<file path="src/pfm_regs.svh">
// constants for the permanent fault persistence monitor
`ifndef PFM_REGS_SVH
`define PFM_REGS_SVH
`define PFM_CLK_HZ 32'h017D7840
`define PFM_TICK_S 32'h00000001
`define PFM_TICK_CYCLES (`PFM_CLK_HZ * `PFM_TICK_S)
`define PFM_CHG_THR_DEF 16'sh0014
`define PFM_CHG_THR_MIN 16'sh000A
`define PFM_CHG_THR_MAX 16'sh1388
`define PFM_DSG_THR_DEF (-16'sh0014)
`define PFM_DSG_THR_MIN (-16'sh1388)
`define PFM_DSG_THR_MAX (-16'sh000A)
`define PFM_GND_THR_DEF 16'sh0064
`define PFM_GND_THR_MIN 16'sh0001
`define PFM_GND_THR_MAX 16'sh7FFF
`define PFM_DELAY_DEF 8'h05
`define PFM_NUM_FAULTS 6
`define PFM_IDX_CHG 0
`define PFM_IDX_DSG 1
`define PFM_IDX_GND 2
`define PFM_IDX_PROT 3
`define PFM_IDX_OSC 4
`define PFM_IDX_MUX 5
`endif

</file>
<file path="src/pfm_pkg.sv">
// types for the permanent fault persistence monitor
package pfm_pkg;
	typedef logic [7:0] pfm_delay_t;
	typedef logic signed [15:0] pfm_meas_t;
endpackage : pfm_pkg

</file>
<file path="src/pfm_persist.sv">
// one persistence counter with latched trigger flag
module pfm_persist #(
	parameter int DW = 8
) (
	// clock and reset
	input wire logic clk,
	input wire logic rst_b,
	input wire logic clk_en,
	// evaluation
	input wire logic tick,
	input wire logic cond,
	input wire logic [DW-1:0] delay,
	// result
	output logic fault
);
	typedef struct packed {
		logic [DW-1:0] count;
		logic fault;
	} pfm_persist_state_t;

	pfm_persist_state_t st;
	pfm_persist_state_t next_st;

	always_comb begin
		next_st = st;
		if (tick) begin
			if (!cond) begin
				next_st.count = '0;
			end else begin
				// saturate so a long fault never wraps the count
				if (st.count != {DW{1'b1}}) begin
					next_st.count = st.count + 1'b1;
				end
				// delay of zero latches on the first failing evaluation
				if ((st.count + 1'b1) >= {1'b0, delay} || delay == '0) begin
					next_st.fault = 1'b1;
				end
			end
		end
	end

	always_ff @(posedge clk or negedge rst_b) begin
		if (!rst_b) begin
			st <= '0;
		end else if (clk_en) begin
			st <= next_st;
		end
	end

	assign fault = st.fault;
endmodule : pfm_persist

</file>
<file path="src/pfm_monitor.sv">
// permanent fault persistence monitor top
`include "pfm_regs.svh"

// Functional notes
// - charge leak fault: current >= threshold for delay seconds with charge switch off
// - charge threshold signed 16-bit 10..5000 mA, delay 8-bit 0..255 s
// - discharge leak fault: current <= negative threshold for delay with discharge switch off
// - discharge threshold -5000..-10 mA, delay 8-bit 0..255 s, default 5
// - ground fault: ground channel count >= threshold for delay seconds
// - ground threshold 1..32767 counts, delay 8-bit default 5
// - protector input sampled each second; fault after asserted for delay seconds
// - oscillator fault after integrity error bit stays set for delay seconds
// - oscillator delay zero: switches off on failure regardless of enable
// - comparator mux fault when self-check keeps failing for delay seconds
module pfm_monitor #(
	parameter int TICK_CYCLES = `PFM_TICK_CYCLES
) (
	// clock, enable and reset
	input wire logic clk,
	input wire logic clk_en,
	input wire logic rst_b,
	// measurements
	input wire logic signed [15:0] current_ma,
	input wire logic signed [15:0] ground_adc_count,
	input wire logic charge_switch,
	input wire logic discharge_switch,
	input wire logic protector_input_a,
	input wire logic slow_oscillator_error,
	input wire logic mux_check_fail,
	// configuration
	input wire logic signed [15:0] chg_leak_threshold,
	input wire logic [7:0] chg_leak_delay,
	input wire logic signed [15:0] dsg_leak_threshold,
	input wire logic [7:0] dsg_leak_delay,
	input wire logic signed [15:0] ground_fail_threshold,
	input wire logic [7:0] ground_fail_delay,
	input wire logic [7:0] protector_delay,
	input wire logic [7:0] osc_delay,
	input wire logic [7:0] mux_delay,
	input wire logic [5:0] fault_enable_group_c,
	// results
	output logic charge_switch_leak_fault,
	output logic discharge_switch_leak_fault,
	output logic ground_channel_fault,
	output logic second_level_protector_fault,
	output logic slow_oscillator_fault,
	output logic comparator_mux_fault,
	output logic [5:0] fault_event,
	output logic switch_off_request
);
	// ****************************************
	// reset release
	// ****************************************
	logic [1:0] rst_sync;
	logic rst_int_b;
	always_ff @(posedge clk or negedge rst_b) begin
		if (!rst_b) begin
			rst_sync <= 2'h0;
		end else begin
			rst_sync <= {rst_sync[0], 1'b1};
		end
	end
	assign rst_int_b = rst_sync[1];

	// ****************************************
	// state
	// ****************************************
	typedef struct packed {
		logic [31:0] tick_cnt;
		logic tick;
		logic [5:0] flags_q;
		logic [5:0] event_q;
		logic off_req;
	} pfm_mon_state_t;

	pfm_mon_state_t st;
	pfm_mon_state_t next_st;
	logic [5:0] cond;
	logic [5:0] raw_fault;
	logic [5:0] en_fault;
	pfm_pkg::pfm_meas_t chg_thr;
	pfm_pkg::pfm_meas_t dsg_thr;
	pfm_pkg::pfm_meas_t gnd_thr;

	// out-of-range settings are clamped into their legal span
	always_comb begin
		chg_thr = chg_leak_threshold;
		if (chg_thr < `PFM_CHG_THR_MIN) begin
			chg_thr = `PFM_CHG_THR_MIN;
		end
		if (chg_thr > `PFM_CHG_THR_MAX) begin
			chg_thr = `PFM_CHG_THR_MAX;
		end
		dsg_thr = dsg_leak_threshold;
		if (dsg_thr < `PFM_DSG_THR_MIN) begin
			dsg_thr = `PFM_DSG_THR_MIN;
		end
		if (dsg_thr > `PFM_DSG_THR_MAX) begin
			dsg_thr = `PFM_DSG_THR_MAX;
		end
		// upper bound of this span is the signed maximum itself
		gnd_thr = ground_fail_threshold;
		if (gnd_thr < `PFM_GND_THR_MIN) begin
			gnd_thr = `PFM_GND_THR_MIN;
		end
	end

	// ****************************************
	// fault conditions
	// ****************************************
	always_comb begin
		cond = '0;
		cond[`PFM_IDX_CHG] = !charge_switch && (current_ma >= chg_thr);
		cond[`PFM_IDX_DSG] = !discharge_switch && (current_ma <= dsg_thr);
		cond[`PFM_IDX_GND] = ground_adc_count >= gnd_thr;
		cond[`PFM_IDX_PROT] = protector_input_a;
		cond[`PFM_IDX_OSC] = slow_oscillator_error;
		cond[`PFM_IDX_MUX] = mux_check_fail;
	end

	// ****************************************
	// persistence counters, one per fault
	// ****************************************
	pfm_persist #(.DW(8)) u_persist_chg (
		.clk(clk),
		.rst_b(rst_int_b),
		.clk_en(clk_en),
		.tick(st.tick),
		.cond(cond[`PFM_IDX_CHG]),
		.delay(chg_leak_delay),
		.fault(raw_fault[`PFM_IDX_CHG])
	);

	pfm_persist #(.DW(8)) u_persist_dsg (
		.clk(clk),
		.rst_b(rst_int_b),
		.clk_en(clk_en),
		.tick(st.tick),
		.cond(cond[`PFM_IDX_DSG]),
		.delay(dsg_leak_delay),
		.fault(raw_fault[`PFM_IDX_DSG])
	);

	pfm_persist #(.DW(8)) u_persist_gnd (
		.clk(clk),
		.rst_b(rst_int_b),
		.clk_en(clk_en),
		.tick(st.tick),
		.cond(cond[`PFM_IDX_GND]),
		.delay(ground_fail_delay),
		.fault(raw_fault[`PFM_IDX_GND])
	);

	pfm_persist #(.DW(8)) u_persist_prot (
		.clk(clk),
		.rst_b(rst_int_b),
		.clk_en(clk_en),
		.tick(st.tick),
		.cond(cond[`PFM_IDX_PROT]),
		.delay(protector_delay),
		.fault(raw_fault[`PFM_IDX_PROT])
	);

	pfm_persist #(.DW(8)) u_persist_osc (
		.clk(clk),
		.rst_b(rst_int_b),
		.clk_en(clk_en),
		.tick(st.tick),
		.cond(cond[`PFM_IDX_OSC]),
		.delay(osc_delay),
		.fault(raw_fault[`PFM_IDX_OSC])
	);

	pfm_persist #(.DW(8)) u_persist_mux (
		.clk(clk),
		.rst_b(rst_int_b),
		.clk_en(clk_en),
		.tick(st.tick),
		.cond(cond[`PFM_IDX_MUX]),
		.delay(mux_delay),
		.fault(raw_fault[`PFM_IDX_MUX])
	);

	// a disabled fault is still counted but never reported
	assign en_fault = raw_fault & fault_enable_group_c;

	// ****************************************
	// tick, events and switch-off
	// ****************************************
	always_comb begin
		next_st = st;
		next_st.tick = 1'b0;
		if (st.tick_cnt >= TICK_CYCLES - 1) begin
			next_st.tick_cnt = '0;
			next_st.tick = 1'b1;
		end else begin
			next_st.tick_cnt = st.tick_cnt + 32'h1;
		end
		next_st.flags_q = en_fault;
		next_st.event_q = en_fault & ~st.flags_q;
		next_st.off_req = st.off_req | en_fault[`PFM_IDX_OSC];
		// zero delay: switch off at once, bypassing the enable
		if (osc_delay == 8'h00 && slow_oscillator_error) begin
			next_st.off_req = 1'b1;
		end
	end

	always_ff @(posedge clk or negedge rst_int_b) begin
		if (!rst_int_b) begin
			st <= '0;
		end else if (clk_en) begin
			st <= next_st;
		end
	end

	assign charge_switch_leak_fault = st.flags_q[`PFM_IDX_CHG];
	assign discharge_switch_leak_fault = st.flags_q[`PFM_IDX_DSG];
	assign ground_channel_fault = st.flags_q[`PFM_IDX_GND];
	assign second_level_protector_fault = st.flags_q[`PFM_IDX_PROT];
	assign slow_oscillator_fault = st.flags_q[`PFM_IDX_OSC];
	assign comparator_mux_fault = st.flags_q[`PFM_IDX_MUX];
	assign fault_event = st.event_q;
	assign switch_off_request = st.off_req;
endmodule : pfm_monitor

</file>
<file path="config.mk">
export PLATFORM = sky130hd
export DESIGN_NAME = pfm_monitor
export DESIGN_NICKNAME = d
export VERILOG_FILES = /design/src/pfm_pkg.sv /design/src/pfm_persist.sv /design/src/pfm_monitor.sv
export VERILOG_INCLUDE_DIRS = /design/src /design/src/src
export SDC_FILE = /design/constraint.sdc
export NUM_CORES = 1
export LEC_CHECK = 0
export BUFFER_PORTS_ARGS = -buffer_cell sky130_fd_sc_hd__buf_2
export CORE_AREA = 2 2 124 114
export CTS_BUF_LIST = sky130_fd_sc_hd__clkbuf_8
export DETAILED_ROUTE_END_ITERATION = 12
export DIE_AREA = 0 0 126 116
export PLACE_DENSITY = 0.84
export SLEW_MARGIN = 20
export SYNTH_ARGS = -nofsm -noshare
export SYNTH_HDL_FRONTEND = slang
export SYNTH_SLANG_ARGS = --single-unit
export TNS_END_PERCENT = 100
</file>
<file path="constraint.sdc">
create_clock -name clk -period 8.8 [get_ports clk]
set_input_delay 1.32 -clock clk [delete_from_list [all_inputs] [get_ports clk]]
set_output_delay 1.32 -clock clk [all_outputs]
set_load 0.005 [all_outputs]
</file>
==> impl_summary.txt <==
----------------------------------------------------
[STA]
  Number of pins with negative max-slew slack in the final report ... 0
  RSZ-0062 raised after global routing ... no
  Worst-case setup margin in the final layout ... 3.700 ns
  Final Skew ... 0.01190 ns
  Final Critical Period ... 5.100 ns
  Relative slew margins ... 37.00%
  Setup_tns ... 0 ns
  Worst slew pin tran ... 0.9386 ns
  Final count of hold timing violations ... 0
  Worst Hold Margin ... 0.3093 ns
  Final setup violation count ... 0
  Maximum operating frequency ... 0.1961 GHz
  Share of the clock period used by the worst path ... 57.95%

[Setup path]
  Crit path buffers/inverters ... 1
  Arrival @ worst endpoint ... 5.38 ns
  Sort of element at the end of the critical path ... flip-flop
  Critical path class ... in -> reg
  Cell type group with the largest total delay on the critical path ... simple AND/OR/NAND/NOR gates
  Critical Path Fanout Max ... 9
  Cell with the largest stage delay on the worst path ... sky130_fd_sc_hd__a311oi_1
  Type of element launching the critical path ... input port
  Largest stage delay, worst path ... 0.80 ns
  Data required time of the worst path ... 9.08 ns
  Cells along the critical path ... buf_2, o21ai_0, nor4b_1, nand3_1, nor4_1, ha_1, nor2_1, nand2_1, ha_1, a21oi_1, a21boi_0, o21ai_0, and3_1, a311oi_1, nand3_1, o31ai_1

[Pwr]
  Leak Pwr ... 0.004795 uW
  Pwr dens ... 123.4 nW/um^2
  Maximum vdd drop ... 64.34 uV
  Overall Power ... 1112 uW

[Synth]
  Most frequently used cell type in the post-synthesis netlist ... sky130_fd_sc_hd__ha_1
  Number of warnings printed during yosys synthesis ... 0
  Synthesis-stage register bit count ... 102
  Top cells by area in the synthesized netlist ... sky130_fd_sc_hd__dfrtp_1 32%, sky130_fd_sc_hd__ha_1 17%, sky130_fd_sc_hd__xor2_1 3.9%, sky130_fd_sc_hd__nand2_1 3.9%, sky130_fd_sc_hd__nor2_1 3.5%
  Distinct cells, synth ... 68
  Top cell types by occurrence after synthesis ... 106 x sky130_fd_sc_hd__ha_1, 102 x sky130_fd_sc_hd__dfrtp_1, 81 x sky130_fd_sc_hd__nand2_1
  Top-area cell type share of the netlist area ... 32.33%
  Number of enable-type register cells in the synthesized netlist ... 0
  Post-synthesis average cell area ... 8.694 um^2
  Post-Synthesis Cells ... 908
  Most used DFF post-synth ... sky130_fd_sc_hd__dfrtp_1
  Synth area leader ... sky130_fd_sc_hd__dfrtp_1
  Total nets after synthesis ... 1156
  Syn Std Cell Area ... 7894 um^2
  Register area share after synthesis ... 32.33%
  Proportion of register bits with asynchronous set or reset after synthesis ... 100.0%

[Worst hold path]
  Kind of path behind the tightest hold check ... reg -> async

[Global route]
  Largest net degree at the start of global routing ... 61
  Total congestion overflow after global routing ... 0
  Met1 Use GR ... 31.07%
  Wire length of the first global-routing pass ... 30130 um
  Global routing's busiest layer ... met2
  Antenna violations before repair ... 0
  Overall global routing resource usage ... 24.58%
  Met2 track utilization from global routing ... 43.26%
  Number of global-route vias before repair ... 6958
  Global routing usage on met3 ... 5.032%

[Detailed routing]
  Number of iterations in the first detailed-routing pass ... 6
  Number of DRC markers in iteration 0 ... 340
  Detail-routed via count per cell ... 5.786
  Routed via count ... 7099
  Post-DRT Antenna Nets ... 0
  Total routed wirelength ... 17360 um
  Mean routed wirelength per cell ... 14.14 um
  Number of remaining DRC errors ... 0

[Die]
  Die height ... 116 um
  DIE WIDTH ... 126 um
  Starting utilization of the core area ... 59.74%
  Top-Level Pins ... 155
  Number of rows created at floorplan ... 40
  Core Region ... 13210 um^2
  Overall die area ... 14620 um^2

[Clock tree]
  Number of instances resized during post-cts repair ... 0
  TritonCTS Sinks ... 102
  Clock tree from TritonCTS ... yes
  CTS H-tree lvls ... 3
  Clock slew at reported path FFs ... 0.10 ns
  CTS Root Buffer Type ... sky130_fd_sc_hd__clkbuf_8
  Clk Latency, worst-skew pair ... 0.37 ns
  Number of setup buffers added after CTS ... 0
  Bufs on Longest Clock Path ... 2
  Total CTS buffers ... 9
  Cts-stage hold buffer count ... 0

[Finish]
  Final layout net count ... 1302
  Inserted Diodes ... 0
  Final Core Density ... 68.21%
  Layout cell share with drive strength beyond 1 ... 17.66%
  Growth of design area from synthesis to finish ... 14.17%

[Placed design]
  Port-buffer cells ... 154
  Pre-CTS WS ... 3.301 ns
  Gpl congestion ... 0.9654
  Placed wire-length estimate ... 13880 um

[Run]
  Max-cap violations ... 0

[Run status]
  Status ... finished clean

----------------------------------------------------
-- cells in the final DEF, fill, tap and decap left out, types with 29 or more instances in the layout --
cell type / Yosys / final
sky130_fd_sc_hd__buf_2: 2 / 154
sky130_fd_sc_hd__ha_1: 106 / 106
sky130_fd_sc_hd__dfrtp_1: 102 / 101
sky130_fd_sc_hd__nand2_1: 81 / 81
sky130_fd_sc_hd__nor2_1: 74 / 74
sky130_fd_sc_hd__inv_1: 67 / 69
sky130_fd_sc_hd__nand3_1: 49 / 49
sky130_fd_sc_hd__a21oi_1: 49 / 49
sky130_fd_sc_hd__o21ai_0: 41 / 41
sky130_fd_sc_hd__xor2_1: 35 / 35
sky130_fd_sc_hd__nand2b_1: 29 / 29
-- registers in the layout, summed over array words and instances (netlist names), 2 cells and up --
signal             count
u_persist_chg.st       8
fault_event            6
u_persist_gnd.st       8
st                    33
u_persist_osc.st       8
u_persist_dsg.st       8
u_persist_mux.st       8
u_persist_prot.st      8
rst_sync               2
-- through the flow --
step,instance area [um^2],std cells
2_1_floorplan,7894,908
3_3_place_gp,8797,1211
3_5_place_dp,8797,1211
4_1_cts,9012,1227
5_1_grt,9012,1227
6_report,9012,1227
-- cells by family (layout without fill, tap and decap cells) --
kind of cell               Yosys count  in the layout  synth area share (%)
AOI/OAI and AO/OA                  197            197                 16.94
xor gates and xnor gates            57             57                 6.324
adders and majority gates          106            106                 16.80
buffers and inverters               90            241                 4.597
DFF                                102            102                 32.33
muxes                                5              5                0.6657
other                                2              2               0.09514
and+or+nand+nor                    349            349                 22.24
-- final timing paths --
path | start | to | slack [ns] | depth (start not counted)
min reg2reg | rst_sync[1]$_DFF_PN0_ | charge_switch_leak_fault$_DFFE_PN0P_ | 0.31 | 0
max in group asynchronous | rst_sync[1]$_DFF_PN0_ | u_persist_chg.fault$_DFFE_PN0P_ | 7.36 | 1
min | rst_sync[1]$_DFF_PN0_ | charge_switch_leak_fault$_DFFE_PN0P_ | 0.31 | 0
min in group clk | rst_sync[0]$_DFF_PN0_ | rst_sync[1]$_DFF_PN0_ | 0.35 | 0
max reg2reg | u_persist_gnd.st[1]$_DFFE_PN0P_ | u_persist_gnd.fault$_DFFE_PN0P_ | 6.08 | 10
max | chg_leak_threshold[2] | u_persist_chg.st[4]$_DFFE_PN0P_ | 3.70 | 16
-- cell type report --
| class | count | area, um^2 |
|---|---|---|
| fill | 1099 | 4200 |
| tap | 168 | 210.2 |
| clock buffer | 9 | 123.9 |
| timing repair buffer | 158 | 800.8 |
| inverter | 67 | 251.5 |
| sequential | 102 | 2556 |
| clock inverter | 7 | 91.34 |
| multi-input combinational | 716 | 4979 |
-- report_power, final --
part	leakage, uW	switching (uW)	internal, uW
registers	0.00139	39.5	501
clock network	0.000108	158	159
logic	0.00329	130	125
-- per-layer routing --
layer	wire length [um]	share of wire [%]	up-vias
met4	383	2.2	0
met3	827	4.8	32
met5	0	0	-
met1	7952	46	3319
li1	-	-	3586
met2	8191	47	162
Note: power is estimated with default switching activity, not from simulation.
